### src/inc/iop_pkg.sv
/*
 Shared constants of the process I/O port block: register offsets, field
 positions, reset values, timing counts and the strap capture state.
 Assumes one 125 MHz system clock.
*/
package iop_pkg;
   // ==========================================================
   // Timing
   localparam int CLK_PERIOD_NS = 8;
   localparam int SAMPLE_PERIOD_NS = 1000;
   localparam int SAMPLE_CYCLES = SAMPLE_PERIOD_NS / CLK_PERIOD_NS;
   localparam logic [7:0] SAMPLE_LAST = 8'(SAMPLE_CYCLES - 1);
   // ==========================================================
   // Port layout
   localparam int NPORT = 8;
   localparam int NCHAN = 4;
   localparam int PORT_E = 4;
   localparam int UP_LSB = 4;
   localparam int UP_E_LSB = PORT_E * 8 + UP_LSB;
   localparam logic [2:0] DIAG_CNT = 3'h6;
   // ==========================================================
   // Register offsets
   localparam logic [7:0] A_OUT = 8'h00;
   localparam logic [7:0] A_IN = 8'h08;
   localparam logic [7:0] A_DIAG = 8'h10;
   localparam logic [7:0] A_PRM1 = 8'h18;
   localparam logic [7:0] A_MASK = 8'h1c;
   localparam logic [7:0] A_CTRL = 8'h20;
   localparam logic [7:0] A_STATUS = 8'h21;
   localparam logic [7:0] A_CFG = 8'h22;
   // ==========================================================
   // Fields
   localparam int CTRL_SYNC_MODE = 0;
   localparam int CTRL_FREEZE_MODE = 1;
   localparam int CTRL_SYNC_CMD = 4;
   localparam int CTRL_FREEZE_CMD = 5;
   localparam int CTRL_WD_TIMEOUT = 6;
   localparam int PRM1_GROUP = 3;
   localparam int ST_ERR = 0;
   localparam int ST_CHANGED = 1;
   localparam int ST_EXT = 2;
   localparam int ST_PM = 3;
   localparam int ST_RUN = 4;
   // ==========================================================
   // Reset values
   localparam logic [7:0] MASK_RST = 8'h00;
   localparam logic [7:0] PRM1_RST = 8'h00;
   typedef enum logic [0:0] {
      IOP_CFG_WAIT = 1'h0,
      IOP_CFG_RUN = 1'h1
   } iop_cfg_t;
endpackage : iop_pkg

### src/hw/iop_tick.sv
/*
 Sample divider: one-cycle enable every SAMPLE_CYCLES clocks.
 Assumes a synchronous active-high reset.
*/
`timescale 1ns/100ps
`default_nettype none

module iop_tick
   import iop_pkg::*;
(
   // Clock and reset
   input wire logic sys_clk,
   input wire logic rst,
   // Enable
   output logic tick
);
   typedef struct packed {
      logic [7:0] cnt;
      logic tick;
   } iop_tick_st_t;

   iop_tick_st_t st_reg;
   iop_tick_st_t st_next;

   always_comb begin
      st_next = st_reg;
      st_next.tick = (st_reg.cnt == 8'h00);
      st_next.cnt = st_next.tick ? SAMPLE_LAST : st_reg.cnt - 8'h01;
   end

   always_ff @(posedge sys_clk) begin
      if (rst) begin
         st_reg <= '0;
      end else begin
         st_reg <= st_next;
      end
   end

   assign tick = st_reg.tick;
endmodule : iop_tick

`default_nettype wire

### src/hw/iop_diag_eval.sv
/*
 Diagnostic evaluation: turns sampled low levels into error bits, applies
 channel masks and the group combine flag. Purely combinational.
 Assumes its inputs come from one simultaneous sample.
*/
`timescale 1ns/100ps
`default_nettype none

module iop_diag_eval
   import iop_pkg::*;
(
   // Sampled pins, channel F in bits 7:0
   input wire logic [31:0] ch_pins,
   input wire logic [7:0] j_pins,
   input wire logic [7:0] k_pins,
   // Configuration
   input wire logic ext,
   input wire logic pm,
   input wire logic [3:0] dg,
   input wire logic [31:0] mask,
   input wire logic group_flag,
   // Errors
   output logic [31:0] ch_err,
   output logic [7:0] j_err,
   output logic [7:0] k_err,
   output logic any_err
);
   logic ch_any;

   for (genvar c = 0; c < NCHAN; c++) begin : g_chan
      // Low pin is an error, passed only with mask bit clear
      assign ch_err[c*8 +: 8] = (ext && dg[c]) ? (~ch_pins[c*8 +: 8] & ~mask[c*8 +: 8]) : 8'h00;
   end

   // General ports exist only with a parameter memory and are never masked
   assign j_err = pm ? ~j_pins : 8'h00;
   assign k_err = pm ? ~k_pins : 8'h00;
   assign ch_any = |ch_err;
   assign any_err = ch_any | (|k_err) | ((|j_err) & (!group_flag | ch_any));
endmodule : iop_diag_eval

`default_nettype wire

### src/hw/iop_io_port.sv
/*
 Process I/O port block: eight strap-configured 8-bit data ports, channel
 and general diagnosis, sync and freeze gating, register port for the
 telegram sequencer.
 Assumes field pins are synchronous to sys_clk and the sequencer is the
 only register master.
*/
// Function
// - Type pins 11x select extended diagnosis
// - Upper type bits refine port directions
// - Unused data ports are driven outputs
// - Ports A-D, F-H, E or I
// - F-I channel diagnosis; J, K need memory
// - Diagnosis sampled with data ports
// - Low diagnostic pin means error one
// - Per-bit channel masks, clear after reset
// - J and K never masked
// - Flag zero: any J low errors
// - Flag one: J needs channel error
// - Any K low always errors
// - Error output follows present error levels
// - Report each diagnostic change once
// - Freeze holds inputs, sync holds outputs
// - Error indicator high only on error
// - Watchdog timeout zeroes all outputs
// - Masks and flag from parameter bytes
// - Channel bytes zero without extended diagnosis
`timescale 1ns/100ps
`default_nettype none

module iop_io_port
   import iop_pkg::*;
(
   // Clock and reset
   input wire logic sys_clk,
   input wire logic rst,
   // Configuration straps
   input wire logic [2:0] type_sel_pins,
   input wire logic param_memory_select,
   // Data ports A-H, port A in bits 7:0
   input wire logic [63:0] data_pin_in,
   output logic [63:0] data_pin_out,
   output logic [63:0] data_pin_oe,
   // Port I and general diagnostic ports
   input wire logic [7:0] port_i_in,
   input wire logic [7:0] port_j_in,
   input wire logic [7:0] port_k_in,
   // Register port
   input wire logic [7:0] reg_addr,
   input wire logic [7:0] reg_wdata,
   input wire logic reg_wr,
   input wire logic reg_rd,
   output logic [7:0] reg_rdata,
   // Indicators
   output logic diag_error_output,
   output logic diag_event
);
   // ==========================================================
   // State
   typedef struct packed {
      iop_cfg_t cfg_st;
      logic [2:0] typ;
      logic [2:0] up;
      logic pm;
      logic ext;
      logic [7:0] outm;
      logic [7:0] unum;
      logic [3:0] dg;
      logic [7:0][7:0] pending;
      logic [7:0][7:0] applied;
      logic [7:0] prm1;
      logic [3:0][7:0] mask;
      logic sync_mode;
      logic freeze_mode;
      logic [7:0][7:0] cur_in;
      logic [7:0] cur_i;
      logic [7:0] cur_j;
      logic [7:0] cur_k;
      logic [7:0][7:0] in_vis;
      logic [5:0][7:0] diag_vis;
      logic changed;
      logic diag_event;
      logic diag_err;
      logic [63:0] pin_out;
      logic [63:0] pin_oe;
      logic [7:0] rdata;
   } iop_state_t;

   iop_state_t st_reg;
   iop_state_t st_next;
   logic tick;
   logic run;
   logic wr_ctrl;
   logic sync_cmd;
   logic freeze_cmd;
   logic wd_cmd;
   logic [31:0] ch_err;
   logic [7:0] j_err;
   logic [7:0] k_err;
   logic any_err;
   logic [5:0][7:0] err_bytes;
   logic [63:0] unused_x;

   assign run = (st_reg.cfg_st == IOP_CFG_RUN);
   assign wr_ctrl = reg_wr && (reg_addr == A_CTRL);
   assign sync_cmd = wr_ctrl && reg_wdata[CTRL_SYNC_CMD];
   assign freeze_cmd = wr_ctrl && reg_wdata[CTRL_FREEZE_CMD];
   assign wd_cmd = wr_ctrl && reg_wdata[CTRL_WD_TIMEOUT];
   assign err_bytes = {ch_err, k_err, j_err};

   iop_tick u_tick (
      .sys_clk(sys_clk),
      .rst(rst),
      .tick(tick)
   );

   // Port I doubles as channel diagnosis after F-H
   iop_diag_eval u_eval (
      .ch_pins({st_reg.cur_i, st_reg.cur_in[7], st_reg.cur_in[6], st_reg.cur_in[5]}),
      .j_pins(st_reg.cur_j),
      .k_pins(st_reg.cur_k),
      .ext(st_reg.ext),
      .pm(st_reg.pm),
      .dg(st_reg.dg),
      .mask(st_reg.mask),
      .group_flag(st_reg.prm1[PRM1_GROUP]),
      .ch_err(ch_err),
      .j_err(j_err),
      .k_err(k_err),
      .any_err(any_err)
   );

   // ==========================================================
   // Direction table
   // Result {out A-H, unused A-H, 4'h0} for plain rows and
   // {8'h00, out A-D, unused A-D, diag F-I} for extended rows, A in MSB.
   function automatic logic [19:0] dec_tab(input logic [5:0] code);
      logic [15:0] n;
      logic [11:0] e;
      n = 16'h0000;
      e = 12'h000;
      case (code)
         6'h03: n = 16'h0007;
         6'h04: n = 16'h000f;
         6'h05: n = 16'h001f;
         6'h06: n = 16'h003f;
         6'h07: n = 16'h007f;
         6'h08: n = 16'h8000;
         6'h09: n = 16'h8000;
         6'h0a: n = 16'h8003;
         6'h0b: n = 16'h8007;
         6'h0c: n = 16'h800f;
         6'h0d: n = 16'h801f;
         6'h0e: n = 16'h803f;
         6'h0f: n = 16'h807f;
         6'h10: n = 16'hc000;
         6'h11: n = 16'hc001;
         6'h12: n = 16'hc003;
         6'h13: n = 16'hc007;
         6'h14: n = 16'hc00f;
         6'h15: n = 16'hc01f;
         6'h16: n = 16'hc03f;
         6'h17: n = 16'hff00;
         6'h18: n = 16'he000;
         6'h19: n = 16'he001;
         6'h1a: n = 16'he003;
         6'h1b: n = 16'he003;
         6'h1c: n = 16'he00f;
         6'h1d: n = 16'he01f;
         6'h1e: n = 16'h00ff;
         6'h1f: n = 16'h00ff;
         6'h20: n = 16'hf000;
         6'h21: n = 16'hf001;
         6'h22: n = 16'hf003;
         6'h23: n = 16'hf007;
         6'h24: n = 16'hf807;
         6'h25: n = 16'hfc00;
         6'h26: n = 16'h00ff;
         6'h27: n = 16'h00ff;
         6'h28: n = 16'hf800;
         6'h29: n = 16'hf801;
         6'h2a: n = 16'hf803;
         6'h2b: n = 16'hf807;
         6'h2c: n = 16'hfe00;
         6'h2d: n = 16'hfc01;
         6'h2e: n = 16'hfe01;
         6'h2f: n = 16'hfc03;
         6'h30: e = 12'h078;
         6'h31: e = 12'h03c;
         6'h32: e = 12'h01e;
         6'h33: e = 12'h00f;
         6'h34: e = 12'h878;
         6'h35: e = 12'hc3c;
         6'h36: e = 12'he1e;
         6'h37: e = 12'hf0f;
         6'h38: e = 12'h83c;
         6'h39: e = 12'hc1e;
         6'h3a: e = 12'he0f;
         6'h3b: e = 12'h81e;
         6'h3c: e = 12'hc0f;
         6'h3d: e = 12'h80f;
         6'h3e: e = 12'h0f0;
         6'h3f: e = 12'h0f0;
         default: n = 16'h0000;
      endcase
      return (code[5] & code[4]) ? {8'h00, e} : {n, 4'h0};
   endfunction : dec_tab

   // ==========================================================
   // Next state
   always_comb begin
      logic [19:0] dv;
      logic [7:0] ob;
      logic [7:0] ub;
      logic [3:0] dgb;
      logic ext_now;
      logic vis_upd;
      dv = 20'h00000;
      ob = 8'h00;
      ub = 8'h00;
      dgb = 4'h0;
      ext_now = 1'b0;
      vis_upd = 1'b0;
      st_next = st_reg;
      st_next.diag_event = 1'b0;

      // Straps are caught once, on the first edge after reset
      if (!run) begin
         ext_now = type_sel_pins[2] & type_sel_pins[1];
         st_next.typ = type_sel_pins;
         st_next.pm = param_memory_select;
         st_next.ext = ext_now;
         // Refining bits sit on port E in extended mode, else on port I
         st_next.up = ext_now ? data_pin_in[UP_E_LSB +: 3] : port_i_in[UP_LSB +: 3];
         dv = dec_tab({type_sel_pins, st_next.up});
         if (ext_now) begin
            ob = {dv[11:8], 4'h0};
            ub = {dv[7:4], 1'b0, ~dv[3:1]};
            dgb = dv[3:0];
         end else begin
            ob = dv[19:12];
            ub = dv[11:4];
         end
         for (int p = 0; p < NPORT; p++) begin
            st_next.outm[p] = ob[7 - p];
            st_next.unum[p] = ub[7 - p];
         end
         for (int c = 0; c < NCHAN; c++) begin
            st_next.dg[c] = dgb[3 - c];
         end
         st_next.cfg_st = IOP_CFG_RUN;
      end

      if (reg_wr) begin
         if (reg_addr[7:3] == A_OUT[7:3]) begin
            st_next.pending[reg_addr[2:0]] = reg_wdata;
         end
         if (reg_addr == A_PRM1) begin
            st_next.prm1 = reg_wdata;
         end
         if (reg_addr[7:2] == A_MASK[7:2]) begin
            st_next.mask[reg_addr[1:0]] = reg_wdata;
         end
         if (wr_ctrl) begin
            st_next.sync_mode = reg_wdata[CTRL_SYNC_MODE];
            st_next.freeze_mode = reg_wdata[CTRL_FREEZE_MODE];
         end
         if (reg_addr == A_STATUS && reg_wdata[ST_CHANGED]) begin
            st_next.changed = 1'b0;
         end
      end

      // Timeout wins over a same-cycle data write
      if (wd_cmd) begin
         st_next.pending = '0;
         st_next.applied = '0;
      end else if (!st_reg.sync_mode || sync_cmd) begin
         st_next.applied = st_reg.pending;
      end

      // Data and diagnostic pins share one sample instant
      if (tick) begin
         st_next.cur_in = data_pin_in;
         st_next.cur_i = port_i_in;
         st_next.cur_j = port_j_in;
         st_next.cur_k = port_k_in;
      end

      vis_upd = (tick && !st_reg.freeze_mode) || freeze_cmd;
      if (vis_upd) begin
         st_next.in_vis = st_reg.cur_in;
         st_next.diag_vis = err_bytes;
         // Placed after the clear so a new change is never lost
         if (err_bytes != st_reg.diag_vis) begin
            st_next.diag_event = 1'b1;
            st_next.changed = 1'b1;
         end
      end

      st_next.diag_err = any_err;

      // Unused ports drive low so the board needs no pull-ups
      for (int p = 0; p < NPORT; p++) begin
         st_next.pin_oe[p*8 +: 8] = {8{run && (st_reg.outm[p] || st_reg.unum[p])}};
         st_next.pin_out[p*8 +: 8] = (run && st_reg.outm[p]) ? st_reg.applied[p] : 8'h00;
      end

      st_next.rdata = 8'h00;
      if (reg_rd) begin
         if (reg_addr[7:3] == A_OUT[7:3]) begin
            st_next.rdata = st_reg.pending[reg_addr[2:0]];
         end else if (reg_addr[7:3] == A_IN[7:3]) begin
            st_next.rdata = st_reg.in_vis[reg_addr[2:0]];
         end else if (reg_addr[7:3] == A_DIAG[7:3] && reg_addr[2:0] < DIAG_CNT) begin
            st_next.rdata = st_reg.diag_vis[reg_addr[2:0]];
         end else if (reg_addr == A_PRM1) begin
            st_next.rdata = st_reg.prm1;
         end else if (reg_addr[7:2] == A_MASK[7:2]) begin
            st_next.rdata = st_reg.mask[reg_addr[1:0]];
         end else if (reg_addr == A_CTRL) begin
            st_next.rdata[CTRL_SYNC_MODE] = st_reg.sync_mode;
            st_next.rdata[CTRL_FREEZE_MODE] = st_reg.freeze_mode;
         end else if (reg_addr == A_STATUS) begin
            st_next.rdata[ST_ERR] = st_reg.diag_err;
            st_next.rdata[ST_CHANGED] = st_reg.changed;
            st_next.rdata[ST_EXT] = st_reg.ext;
            st_next.rdata[ST_PM] = st_reg.pm;
            st_next.rdata[ST_RUN] = run;
         end else if (reg_addr == A_CFG) begin
            st_next.rdata = {2'h0, st_reg.up, st_reg.typ};
         end
      end
   end

   always_ff @(posedge sys_clk) begin
      if (rst) begin
         st_reg <= '0;
         // Pins start at their idle high level; zeros would read as errors
         st_reg.cur_in <= '1;
         st_reg.cur_i <= '1;
         st_reg.cur_j <= '1;
         st_reg.cur_k <= '1;
         st_reg.prm1 <= PRM1_RST;
         st_reg.mask <= {NCHAN{MASK_RST}};
      end else begin
         st_reg <= st_next;
      end
   end

   assign data_pin_out = st_reg.pin_out;
   assign data_pin_oe = st_reg.pin_oe;
   assign reg_rdata = st_reg.rdata;
   assign diag_error_output = st_reg.diag_err;
   assign diag_event = st_reg.diag_event;

   // ==========================================================
   // Checks
   always_comb begin
      for (int p = 0; p < NPORT; p++) begin
         unused_x[p*8 +: 8] = {8{st_reg.unum[p]}};
      end
   end

   a_ext_select: assert property (@(posedge sys_clk) disable iff (rst)
      run |-> st_reg.ext == (st_reg.typ[2] & st_reg.typ[1]))
      else $error("extended mode does not match type pins");

   a_unused_drive: assert property (@(posedge sys_clk) disable iff (rst)
      run |=> ((st_reg.pin_oe & unused_x) == unused_x) && ((st_reg.pin_out & unused_x) == 64'h0))
      else $error("unused port not driven low");

   a_mask_clear: assert property (@(posedge sys_clk) disable iff (rst)
      !run |-> st_reg.mask == '0)
      else $error("masks not clear after reset");

   a_group_gate: assert property (@(posedge sys_clk) disable iff (rst)
      st_reg.prm1[PRM1_GROUP] && ch_err == 32'h0 && k_err == 8'h00 |=> !diag_error_output)
      else $error("port J error passed without channel error");

   a_k_error: assert property (@(posedge sys_clk) disable iff (rst)
      st_reg.pm && st_reg.cur_k != 8'hff |=> diag_error_output)
      else $error("port K low did not raise error");

   a_err_clear: assert property (@(posedge sys_clk) disable iff (rst)
      !any_err |=> !diag_error_output)
      else $error("error output stayed high without error");

   a_event_cause: assert property (@(posedge sys_clk) disable iff (rst)
      diag_event |-> st_reg.changed && st_reg.diag_vis != $past(st_reg.diag_vis))
      else $error("diagnostic event without change");

   a_sync_hold: assert property (@(posedge sys_clk) disable iff (rst)
      st_reg.sync_mode && !sync_cmd && !wd_cmd |=> $stable(st_reg.applied))
      else $error("outputs updated without sync");

   a_sync_apply: assert property (@(posedge sys_clk) disable iff (rst)
      st_reg.sync_mode && sync_cmd && !wd_cmd |=> st_reg.applied == $past(st_reg.pending))
      else $error("sync did not apply pending outputs");

   a_freeze_hold: assert property (@(posedge sys_clk) disable iff (rst)
      st_reg.freeze_mode && !freeze_cmd |=> $stable(st_reg.in_vis) && $stable(st_reg.diag_vis))
      else $error("inputs updated while frozen");

   a_wd_force: assert property (@(posedge sys_clk) disable iff (rst)
      wd_cmd |=> st_reg.applied == '0 ##1 data_pin_out == 64'h0)
      else $error("timeout did not zero outputs");

   a_noext_zero: assert property (@(posedge sys_clk) disable iff (rst)
      !st_reg.ext |-> st_reg.diag_vis[5:2] == '0)
      else $error("channel bytes nonzero without extended mode");

   a_cfg_hold: assert property (@(posedge sys_clk) disable iff (rst)
      run |=> run && $stable({st_reg.typ, st_reg.up, st_reg.pm, st_reg.outm, st_reg.unum}))
      else $error("port arrangement changed after capture");
endmodule : iop_io_port

`default_nettype wire

### config.mk
export PLATFORM = sky130hd
export DESIGN_NAME = iop_io_port
export DESIGN_NICKNAME = d
export VERILOG_FILES = /design/src/inc/iop_pkg.sv /design/src/hw/iop_tick.sv /design/src/hw/iop_diag_eval.sv /design/src/hw/iop_io_port.sv
export SDC_FILE = /design/constraint.sdc
export NUM_CORES = 1
export LEC_CHECK = 0
export BUFFER_PORTS_ARGS = -buffer_cell sky130_fd_sc_hd__clkbuf_2
export CAP_MARGIN = 20
export CORE_UTILIZATION = 25
export DETAILED_ROUTE_END_ITERATION = 12
export GPL_ROUTABILITY_DRIVEN = 0
export HOLD_SLACK_MARGIN = 0.1
export SETUP_SLACK_MARGIN = 0.2
export SYNTH_ARGS = -nofsm -noshare
export SYNTH_HDL_FRONTEND = slang
export SYNTH_SLANG_ARGS = --single-unit
### constraint.sdc
create_clock -name sys_clk -period 2.7 [get_ports sys_clk]
set_clock_uncertainty 0.15 [all_clocks]
set_input_delay 0.27 -clock sys_clk [delete_from_list [all_inputs] [get_ports sys_clk]]
set_output_delay 0.27 -clock sys_clk [all_outputs]
set_load 0.01 [all_outputs]
==> key figures, run 1 <==
Timing
  – Final setup margin: 238 ps
  – Final setup violating endpoints: 0
  – Fin. max-slew vios: 0
  – Crit path time final: 2460 ps
  – Count of endpoints failing hold in the final timing report: 0
  – Total Neg Setup Slack: 0 ps
  – Ratio of final minimum period to clock period: 91.2%
  – Least-Margin Pin Slew: 878 ps
  – Unrepaired setup endpoints after global routing: yes
  – Worst max-slew margin expressed relative to the limit: 41.5%
  – Achievable Freq: 406 MHz

Placement
  – Cell Area, Placed: 23800 µm²
  – Detailed-placement wirelength estimate: 51.6 mm
  – Worst slack at placement: -7.91 ps
  – Number of I/O port buffers: 249

Die
  – Chip height: 296 µm
  – Die area: 87600 µm²
  – Core region area: 85400 µm²
  – Width of the chip: 296 µm
  – Std-Cell Rows: 107
  – Effective utilization at floorplan: 25.3%
  – IO Count: 250

Outcome
  – Run status: complete, no violations

Critical path
  – Setup slack of the most critical reg-to-reg path: 240 ps
  – R2R Path Start: st_reg[529]
  – Arr. time, crit path: 2790 ps
  – Peak fanout along the critical path: 15
  – Classification of the worst setup path: register to register
  – Number of cells traversed by the worst register-to-register path: 8
  – Cell with the largest stage delay on the worst path: dfxtp_2
  – Largest stage delay on the critical path: 460 ps
  – Required time worst endpoint: 3030 ps
  – Reg2reg end: st_reg[138]
  – Worst path cell trace: buf_4 > nor4bb_1 > buf_4 > xnor2_1 > nand4_1 > nor4_1 > and3_1 > a22oi_1
  – Cell seen most often among critical-path stages: buf_4
  – Worst setup EP type: register
  – CP Launch Type: register

Routing
  – 1st-iter DRT viols: 1814
  – Highest Signal Layer: met5
  – Wire per inst: 18.4 µm
  – Remaining DRCs: 0
  – Aggregate routed wire length: 71.6 mm
  – Number of nets with antenna violations after routing: 0
  – DR vias/cell: 4.76
  – Wire length on met2: 33.3 mm
  – Detail Route met3 WL: 5.10 mm
  – Vias: 18500
  – Routed met1 length: 31.8 mm
  – Number of detailed-route iterations in the first pass: 6

Power and ir drop
  – Worst IR drop on VDD: 0.000598 V
  – Cell area power density: 717 nW/µm²
  – Static Leakage: 0.0104 µW

Yosys
  – Main area contributors after synthesis: dfxtp_1 (46%), nand2_1 (9.4%), mux2i_1 (7.3%)
  – Portion of synthesized cell area occupied by the leading cell type: 45.5%
  – Total nets after synthesis: 2574
  – Flip-flop and latch count after synthesis: 491
  – Share of the yosys chip area belonging to registers: 45.5%
  – Post-synthesis cell count: 2460
  – Post-synth top flop: dfxtp_1
  – Proportion of register bits with asynchronous set or reset after synthesis: 0%
  – Cell type contributing the most total cell area after synthesis: dfxtp_1
  – Post-synth cell types: 72
  – Average size of a mapped cell: 8.78 µm²
  – Number of synthesis warnings: 0
  – Mapped Area: 21600 µm²
  – Number of enable flip-flop cells after synthesis: 0

CTS
  – Clock H-tree levels: 2
  – Clock-pin slew of the registers on the worst-case setup and hold paths: 60 ps
  – Clock Path Buffers: 3
  – Clock root buffer: clkbuf_16
  – CTS tree: built
  – Number of clock sinks seen by CTS: 491
  – Worst-Skew Late Latency: 620 ps
  – Cts bufs inserted: 54

Global route
  – Maximum number of pins on one net before global-route repair: 173
  – Antenna violations before repair: 1
  – Overflow left after global routing: 0
  – Tot GR Track Use: 16.0%
  – Vias in the first global route: 17100
  – Wire length of the first global-routing pass: 108 mm

Worst hold path
  – Hold depth: 6
  – Worst Min Path Start: reg_addr[4]
  – Destination of the worst hold path: st_reg[340]
  – Classification of the worst-slack hold path: input pin to register

Layout
  – Layout overhead on the synthesized area: 25.3%
  – Share of final-layout standard cells stronger than drive strength 1: 20.5%
  – Fin nets: 2814
  – Final cell area excluding filler cells: 27100 µm²
  – Max reg flops: 399
  – Layout filler cell count: 8996

Flow run
  – Total of max-cap violations: 0
-- cell type report --
| class | count | area, µm² | area share, % |
|---|---|---|---|
| timing repair buffer | 490 | 3660 | 13.5 |
| antenna | 3 | 7.51 | 0.0277 |
| multi-input combinational | 1649 | 10100 | 37.2 |
| clock buffer | 76 | 1570 | 5.82 |
| inverter | 14 | 53.8 | 0.199 |
| tap | 1144 | 1430 | 5.29 |
| sequential | 491 | 9840 | 36.4 |
| clock inverter | 26 | 422 | 1.56 |
-- cell usage in the layout (no fill, tap or decap), types with 5 or more instances in the layout --
cell type / netlist / routed
nand3_1: 67 / 67
or2_2: 6 / 6
mux4_2: 48 / 48
dlygate4sd3_1: 0 / 108
o211ai_1: 8 / 8
buf_12: 0 / 25
a22o_1: 8 / 8
bufinv_16: 0 / 9
clkbuf_2: 0 / 245
nor2b_1: 14 / 13
nand2_1: 543 / 542
and3_1: 69 / 69
mux2i_1: 157 / 157
nor3_1: 38 / 38
clkbuf_16: 0 / 55
nand4_1: 13 / 13
clkbuf_1: 91 / 8
o22ai_1: 18 / 18
a21oi_1: 283 / 282
buf_4: 138 / 109
dfxtp_1: 491 / 488
xnor2_1: 28 / 28
a31oi_1: 12 / 12
nand2b_1: 12 / 12
o21a_1: 13 / 13
xor2_1: 13 / 13
clkinv_2: 0 / 7
nor4bb_1: 21 / 16
nor4_1: 15 / 15
nor2_1: 136 / 135
inv_1: 12 / 11
o21ai_0: 30 / 30
a311oi_1: 5 / 5
or3_1: 5 / 5
clkbuf_8: 0 / 14
-- worst max path at each step --
stage | end | from | slack [ps]
3_3_place_gp | diag_event | st_reg[529] | -80
4_1_cts | diag_event | st_reg[530] | 240
3_5_place_dp | diag_event | st_reg[529] | -8
5_1_grt | st_reg[138] | st_reg[512] | 170
2_1_floorplan | st_reg[381] | reg_addr[2] | 420
6_report | st_reg[138] | st_reg[529] | 240
-- kinds of logic after synthesis --
logic type	count (synthesis)	synth area share, %
and+or+nand+nor	966	20.3
DFF	491	45.5
AOI/OAI and AO/OA	431	11.6
buffers and inverters	320	8.37
muxes	209	12.5
xor gates and xnor gates	41	1.66
adders and majority gates	2	0.116
-- timing repair --
item                       4_1_cts  5_1_grt
gates resized for setup          4       12
hold endpoints to repair       204        0
buffers inserted                 0        4
pin swaps                        0        2
hold buffers                   108        0
setup endpoints to repair        2       95
gates cloned                     0        1
-- where the power goes --
part           switching, µW  total, µW  internal [µW]
registers                438       8200           7770
clock network           3200       8160           4960
logic                   1640       3040           1400
-- worst max-delay path, delay by kind of cell, from the launching register on --
kind            cells  cell delay [ps]
flops               1              460
simple gates        4             1160
xor+xnor            1              110
compound gates      1               70
buf+inv             2              400
-- metal layers --
layer / GRT usage [%] / vias to the layer above
li1: - / 8882
met1: 22.2 / 8880
met2: 25.8 / 681
met3: 2.42 / 99
met4: 3.64 / 2
met5: 0 / -
-- Yosys cell counts (all sizes together), types with 6 or more instances --
library cell,number
a31oi,12
or2,6
a22o,8
mux4,48
o22ai,18
dfxtp,491
nor3,39
inv,13
o21a,13
nor4,16
xnor2,28
nor4bb,21
o21ai,32
nor2b,14
o211ai,8
nand2b,12
nand3,67
mux2i,157
and3,69
a21oi,283
nor2,136
nand4,13
nand2,544
clkbuf,91
buf,215
xor2,13
-- through the flow --
stage               total power, µW  hold slack [ps]  std cells  util (%)
global route                  20300              181       3890      31.7
CTS                           19500              130       3885      31.5
finish                        19400              162       3893      31.7
detailed placement            11200              289       3675      27.9
floorplan                     10100              248       2460         -
global placement              11100              283       3675      27.9
Note: power is estimated with default switching activity, not from simulation.
==> run 2: changes to the inputs <==
--- a/config.mk
+++ b/config.mk
@@ -6,7 +6,7 @@
 export NUM_CORES = 1
 export LEC_CHECK = 0
 export BUFFER_PORTS_ARGS = -buffer_cell sky130_fd_sc_hd__clkbuf_2
-export CAP_MARGIN = 20
+export CAP_MARGIN = 30
 export CORE_UTILIZATION = 25
 export DETAILED_ROUTE_END_ITERATION = 12
 export GPL_ROUTABILITY_DRIVEN = 0
==> constraint.sdc (replaced) <==
create_clock -name sys_clk -period 3 [get_ports sys_clk]
set_clock_uncertainty 0.15 [all_clocks]
set_input_delay 0.3 -clock sys_clk [delete_from_list [all_inputs] [get_ports sys_clk]]
set_output_delay 0.3 -clock sys_clk [all_outputs]
set_load 0.01 [all_outputs]
==> run 2 against run 1 <==
  * Global-route usage fell by 0.071 points
  * Core utilization shrank 0.68 points
  * Clock-buffer cell count is 2 lower
  * Combinational power shrank 16%
  * Die area is the same
  * Sequential share of layout area is 0.79 points higher
  * Largest power group unchanged
==> key figures, run 2 (synthesized netlist as in run 1, its figures left out) <==
Flow run
  – Total of max-cap violations: 0 (unchanged)

Placement
  – Worst slack at placement: -169 ps (-161 ps)
  – Detailed-placement wirelength estimate: 51.4 mm (-0.33%)
  – Number of I/O port buffers: 249 (unchanged)

Power and ir drop
  – Worst IR drop on VDD: 0.000407 V (-32%)
  – Cell area power density: 638 nW/µm² (-11%)
  – Power Internal: 12200 µW (-14%)
  – Switching power share of the total: 28.0% (+0.76 points)
  – Total net switching power: 4720 µW (-10%)
  – Static Leakage: 0.0101 µW (-3.0%)
  – Sequential group share of total power: 43.8% (+1.5 points)
  – Combinational share of power: 15.1% (-0.6 points)
  – Total power: 16900 µW (-13%)
  – Share of power burned in the clock network: 41.0% (-1.1 points)

Timing
  – Total Neg Setup Slack: 0 ps (unchanged)
  – Crit path time final: 2720 ps (+258 ps)
  – Worst max-slew margin expressed relative to the limit: 53.3% (+12 points)
  – Final setup margin: 280 ps (+42.1 ps)
  – Worst hold margin: 127 ps (-34.5 ps)
  – Count of endpoints failing hold in the final timing report: 0 (unchanged)
  – Least-Margin Pin Slew: 700 ps (-177 ps)
  – Unrepaired setup endpoints after global routing: no
  – Achievable Freq: 368 MHz (-9.5%)
  – Final setup violating endpoints: 0 (unchanged)
  – Ratio of final minimum period to clock period: 90.7% (-0.52 points)
  – Fin. max-slew vios: 0 (unchanged)

CTS
  – Number of clock sinks seen by CTS: 491 (unchanged)
  – Clock-pin slew of the registers on the worst-case setup and hold paths: 60 ps (about the same)
  – Worst-Skew Late Latency: 630 ps (about the same)
  – Clock H-tree levels: 2 (unchanged)
  – CTS tree: built
  – Clock root buffer: clkbuf_16
  – Cts bufs inserted: 55 (+1.9%)
  – Clock Path Buffers: 3 (unchanged)

Critical path
  – Classification of the worst setup path: register to register
  – CP Launch Type: register
  – Arr. time, crit path: 3010 ps (+220 ps)
  – Worst setup EP type: register
  – Required time worst endpoint: 3290 ps (+260 ps)
  – Cell depth of the worst setup path: 6 (-2)
  – Cell with the largest stage delay on the worst path: dfxtp_1
  – Largest stage delay on the critical path: 610 ps (+150 ps)
  – Family with the most delay on the worst path: simple AND/OR/NAND/NOR gates
  – Number of buffers and inverters on the critical path: 0 (-2)
  – Number of cells traversed by the worst register-to-register path: 6 (-2)
  – Peak fanout along the critical path: 9 (-6)
  – Worst path cell trace: nor4bb_2 > xor2_1 > nor4_1 > nand4_1 > nor4b_2 > a31oi_1

Layout
  – Layout overhead on the synthesized area: 22.6%
  – Max reg flops: 399 (unchanged)
  – Fin nets: 2774 (-1.4%)
  – Most common cell after layout, fill and taps aside: nand2_1
  – Commonest non-fill, non-tap cells in the layout: nand2_1 (542), dfxtp_1 (489), a21oi_1 (283)
  – Share of final-layout standard cells stronger than drive strength 1: 19.5% (-0.98 points)

Global route
  – Antenna violations before repair: 4 (+3)
  – Overflow left after global routing: 0 (unchanged)
  – Maximum number of pins on one net before global-route repair: 110 (-36%)
  – Tot GR Track Use: 15.9% (-0.071 points)
  – Vias in the first global route: 17100 (-0.31%)
  – Wire length of the first global-routing pass: 107 mm (-0.90%)

Routing
  – Aggregate routed wire length: 71.5 mm (about the same)
  – Number of nets with antenna violations after routing: 0 (unchanged)
  – Number of detailed-route iterations in the first pass: 5 (-1)
  – Remaining DRCs: 0 (unchanged)
  – Wire per inst: 18.6 µm (+0.99%)
  – DR vias/cell: 4.78 (+0.29%)
  – Vias: 18400 (-0.77%)
  – 1st-iter DRT viols: 1514 (-17%)

Die
  – Width of the chip: 296 µm (unchanged)
  – Chip height: 296 µm (unchanged)
  – Die area: 87600 µm² (unchanged)
  – Effective utilization at floorplan: 25.3% (unchanged)
  – IO Count: 250 (unchanged)
  – Std-Cell Rows: 107 (unchanged)
  – Core region area: 85400 µm² (unchanged)

Worst hold path
  – Hold depth: 3 (-3)
  – Classification of the worst-slack hold path: input pin to register

Outcome
  – Run status: complete, no violations
run 2: changes by cell type in the layout (fill, tap and decap cells not counted), moves of 3 or more:
cell | previous run | this run
buf_12 | 25 | 14
buf_4 | 109 | 86
bufinv_16 | 9 | 4
clkbuf_8 | 14 | 8
clkinv_2 | 7 | 11
clkinv_4 | 4 | 1
dlygate4sd3_1 | 108 | 102
inv_6 | 2 | 7
nor3_1 | 38 | 35
nor3_2 | 1 | 4
run 2: routing by layer:
| layer | share of wire, % | up-vias | GRT usage (%) |
|---|---|---|---|
| met1 | 43 | 8746 | 21.1 |
| met3 | 7.4 | 113 | 2.93 |
| met2 | 47 | 751 | 26.2 |
| met4 | 2.4 | 4 | 4.23 |
| li1 | - | 8787 | - |
| met5 | 0.031 | - | 0 |
run 2: worst reg2reg max path, delay by kind of cell, from the launching register on:
kind | cells | cell delay, ps
compound gates | 1 | 250
xor+xnor | 1 | 120
flops | 1 | 610
simple gates | 4 | 1440
run 2: path summary, 6_finish.rpt:
check | startpoint | endpoint | slack [ps]
max | st_reg[512] | diag_event | 280
min | port_i_in[5] | st_reg[272] | 130
max reg2reg | st_reg[512] | diag_event | 280
min reg2reg | st_reg[442] | st_reg[442] | 290
run 2: power by group through the flow:
stage                     Combinational (µW)  Clock [µW]  Sequential [µW]
after floorplan                         1790           0             7340
after global placement                  2400           0             7530
after detailed placement                2430           0             7530
after CTS                               2560        7080             7390
after global routing                    2820        7340             7450
final                                   2560        6940             7400
run 2: through the flow:
step	area, µm²	std cells	util (%)
detailed placement	23500	3645	27.5
global placement	23500	3645	27.5
global route	26500	3849	31.0
CTS	26400	3848	30.9
finish	26500	3852	31.0
floorplan	21600	2460	-
run 2: timing repair:
action / CTS / global route
resized for setup: 11 / 6
buffers inserted: 0 / 0
hold buffers: 102 / 0
endpoints found under the setup margin: 2 / 2
hold endpoints to repair: 180 / 0
run 2: area by class of cell:
class	count	area [µm²]
tap	1144	1430
inverter	14	53.8
multi-input combinational	1649	10100
timing repair buffer	449	3180
clock buffer	74	1570
sequential	491	9830
clock inverter	27	290
fill	9034	58900
antenna	4	10.0
==> run 3: changes to the inputs <==
--- a/config.mk
+++ b/config.mk
@@ -7,7 +7,8 @@
 export LEC_CHECK = 0
 export BUFFER_PORTS_ARGS = -buffer_cell sky130_fd_sc_hd__clkbuf_2
 export CAP_MARGIN = 30
-export CORE_UTILIZATION = 25
+export CORE_ASPECT_RATIO = 2
+export CORE_UTILIZATION = 45
 export DETAILED_ROUTE_END_ITERATION = 12
 export GPL_ROUTABILITY_DRIVEN = 0
 export HOLD_SLACK_MARGIN = 0.1
==> run 3 against run 2 <==
  * Critical path depth unchanged
  * Core utilization is 22 points higher
  * Power down 5.9%
  * Clock power down 16%
  * Flip-flop and latch count stayed put
  * Sequential share of layout area rose by 1.9 points
  * Register-to-register slack barely moved
==> key figures, run 3 (synthesized netlist as in run 1, its figures left out) <==
Power and ir drop
  – Sequential group share of total power: 46.7% (+2.9 points)
  – Power Internal: 11400 µW (-6.0%)
  – Cell area power density: 632 nW/µm² (-1.0%)
  – Static Leakage: 0.00979 µW (-3.2%)
  – Share of power burned in the clock network: 36.9% (-4.1 points)
  – Total power: 15900 µW (-5.9%)
  – Combinational share of power: 16.4% (+1.3 points)
  – Total net switching power: 4450 µW (-5.7%)
  – Worst IR drop on VDD: 0.000593 V (+46%)
  – Switching power share of the total: 28.0% (+0.071 points)

Routing
  – Vias: 18500 (+0.48%)
  – Number of detailed-route iterations in the first pass: 7 (+2)
  – Aggregate routed wire length: 72.7 mm (+1.6%)
  – Number of nets with antenna violations after routing: 0 (unchanged)
  – Remaining DRCs: 0 (unchanged)
  – 1st-iter DRT viols: 1422 (-6.1%)
  – DR vias/cell: 5.62 (+18%)
  – Wire per inst: 22.1 µm (+19%)

Critical path
  – Origin of the worst setup path: st_reg[512]
  – Peak fanout along the critical path: 9 (unchanged)
  – Classification of the worst setup path: register to register
  – R2R Path Start: st_reg[512]
  – Number of buffers and inverters on the critical path: 0 (unchanged)
  – Family with the most delay on the worst path: simple AND/OR/NAND/NOR gates
  – Largest stage delay on the critical path: 610 ps (about the same)
  – Cell with the largest stage delay on the worst path: dfxtp_1
  – Worst setup EP type: register
  – Arr. time, crit path: 2990 ps (-20 ps)
  – Worst path cell trace: nor4bb_2 > xnor2_1 > nand4_1 > nor4_1 > and3_1 > a22oi_1
  – Required time worst endpoint: 3280 ps (about the same)
  – CP Launch Type: register

Die
  – Std-Cell Rows: 113 (+5.6%)
  – IO Count: 250 (unchanged)
  – Width of the chip: 157 µm (-47%)
  – Die area: 48900 µm² (-44%)
  – Effective utilization at floorplan: 45.6% (+20 points)
  – Core region area: 47400 µm² (-45%)
  – Chip height: 312 µm (+5.4%)

Timing
  – Ratio of final minimum period to clock period: 90.5% (-0.13 points)
  – Unrepaired setup endpoints after global routing: no
  – Final setup violating endpoints: 0 (unchanged)
  – Crit path time final: 2720 ps (-3.80 ps)
  – Least-Margin Pin Slew: 770 ps (+69.9 ps)
  – Fin. max-slew vios: 0 (unchanged)
  – Count of endpoints failing hold in the final timing report: 0 (unchanged)
  – Final setup margin: 284 ps (+3.80 ps)
  – Achievable Freq: 368 MHz (+0.14%)
  – Total Neg Setup Slack: 0 ps (unchanged)
  – Worst max-slew margin expressed relative to the limit: 48.3% (-5.0 points)

CTS
  – Worst-Skew Late Latency: 570 ps (-60 ps)
  – Post-CTS Repair Setup Buffers: 0 (unchanged)
  – Cts bufs inserted: 45 (-18%)
  – Number of clock sinks seen by CTS: 491 (unchanged)
  – Clock Path Buffers: 3 (unchanged)
  – Clock H-tree levels: 2 (unchanged)
  – CTS tree: built
  – Clock root buffer: clkbuf_16
  – Clock-pin slew of the registers on the worst-case setup and hold paths: 70 ps (about the same)

Layout
  – Storage element area: 9830 µm² (about the same)
  – Layout filler cell count: 4406 (-51%)
  – Layout overhead on the synthesized area: 16.5%
  – Share of final-layout standard cells stronger than drive strength 1: 18.2% (-1.3 points)
  – Non-filler cells, final: 3289 (-15%)
  – Multi-input gate area: 10100 µm² (-0.50%)
  – Max reg flops: 399 (unchanged)
  – Final standard cell utilization of the core: 53.1% (+22 points)
  – Most common cell after layout, fill and taps aside: nand2_1
  – Commonest non-fill, non-tap cells in the layout: nand2_1 (542), dfxtp_1 (490), a21oi_1 (283)
  – Fin nets: 2736 (-1.4%)

Flow run
  – Total of max-cap violations: 0 (unchanged)

Global route
  – Antenna violations before repair: 3 (-1)
  – Wire length of the first global-routing pass: 109 mm (+2.0%)
  – Maximum number of pins on one net before global-route repair: 147 (+34%)
  – Tot GR Track Use: 29.9% (+14 points)
  – Vias in the first global route: 17800 (+4.2%)
  – Overflow left after global routing: 0 (unchanged)

Worst hold path
  – Classification of the worst-slack hold path: input pin to register
  – Worst Min Path Start: reg_wdata[4]

Placement
  – Worst slack at placement: 260 ps (+429 ps)
  – Detailed-placement wirelength estimate: 52.2 mm (+1.6%)
  – Number of I/O port buffers: 249 (unchanged)
  – Placed Cells: 3116 (-15%)

Outcome
  – Run status: complete, no violations
-- run 3: power groups by stage --
stage | sequential (µW) | clock [µW] | combinational (µW)
5_1_grt | 7460 | 6210 | 2850
3_3_place_gp | 7530 | 0 | 2420
6_report | 7420 | 5860 | 2610
4_1_cts | 7400 | 5970 | 2570
3_5_place_dp | 7550 | 0 | 2460
2_1_floorplan | 7340 | 0 | 1790
-- run 3: timing repair --
| item | CTS | global route |
|---|---|---|
| endpoints found under the setup margin | 0 | 2 |
| gates resized for setup | 0 | 9 |
| hold endpoints to repair | 117 | 0 |
| hold buffers | 91 | 0 |
-- run 3: final timing paths --
kind                  to  slack [ps]  cells past startpoint
max          st_reg[138]         280                      6
min          st_reg[481]         140                      4
max reg2reg  st_reg[138]         280                      6
min reg2reg  st_reg[426]         300                      2
-- run 3: layout make-up --
type,instances,area share (%)
clock buffers,63,5.11
diodes,2,0.0199
flip-flops and latches,491,39.1
multi-input cells,1649,40.0
well taps,632,3.14
clock inverters,17,0.801
repair buffers,421,11.7
inverters,14,0.209
-- run 3: through the flow --
step | hold slack [ps] | area (µm²)
6_report | 136 | 25200
4_1_cts | 108 | 25100
3_3_place_gp | 284 | 22700
3_5_place_dp | 290 | 22700
2_1_floorplan | 275 | 21600
5_1_grt | 137 | 25200
-- run 3: routing by layer --
| layer | track usage [%] | part of all wire (%) | vias to the layer above |
|---|---|---|---|
| li1 | - | - | 8711 |
| met1 | 29.7 | 34 | 8672 |
| met2 | 52.5 | 50 | 814 |
| met3 | 5.90 | 6.4 | 291 |
| met4 | 25.6 | 9.7 | 2 |
| met5 | 0 | 0.018 | - |
-- run 3: worst register-to-register path, delay by kind of cell, from the launching register on --
| family | cells | cell delay [ps] |
|---|---|---|
| xor gates and xnor gates | 1 | 410 |
| and+or+nand+nor | 4 | 1350 |
| AOI/OAI and AO/OA | 1 | 60 |
| DFF | 1 | 610 |
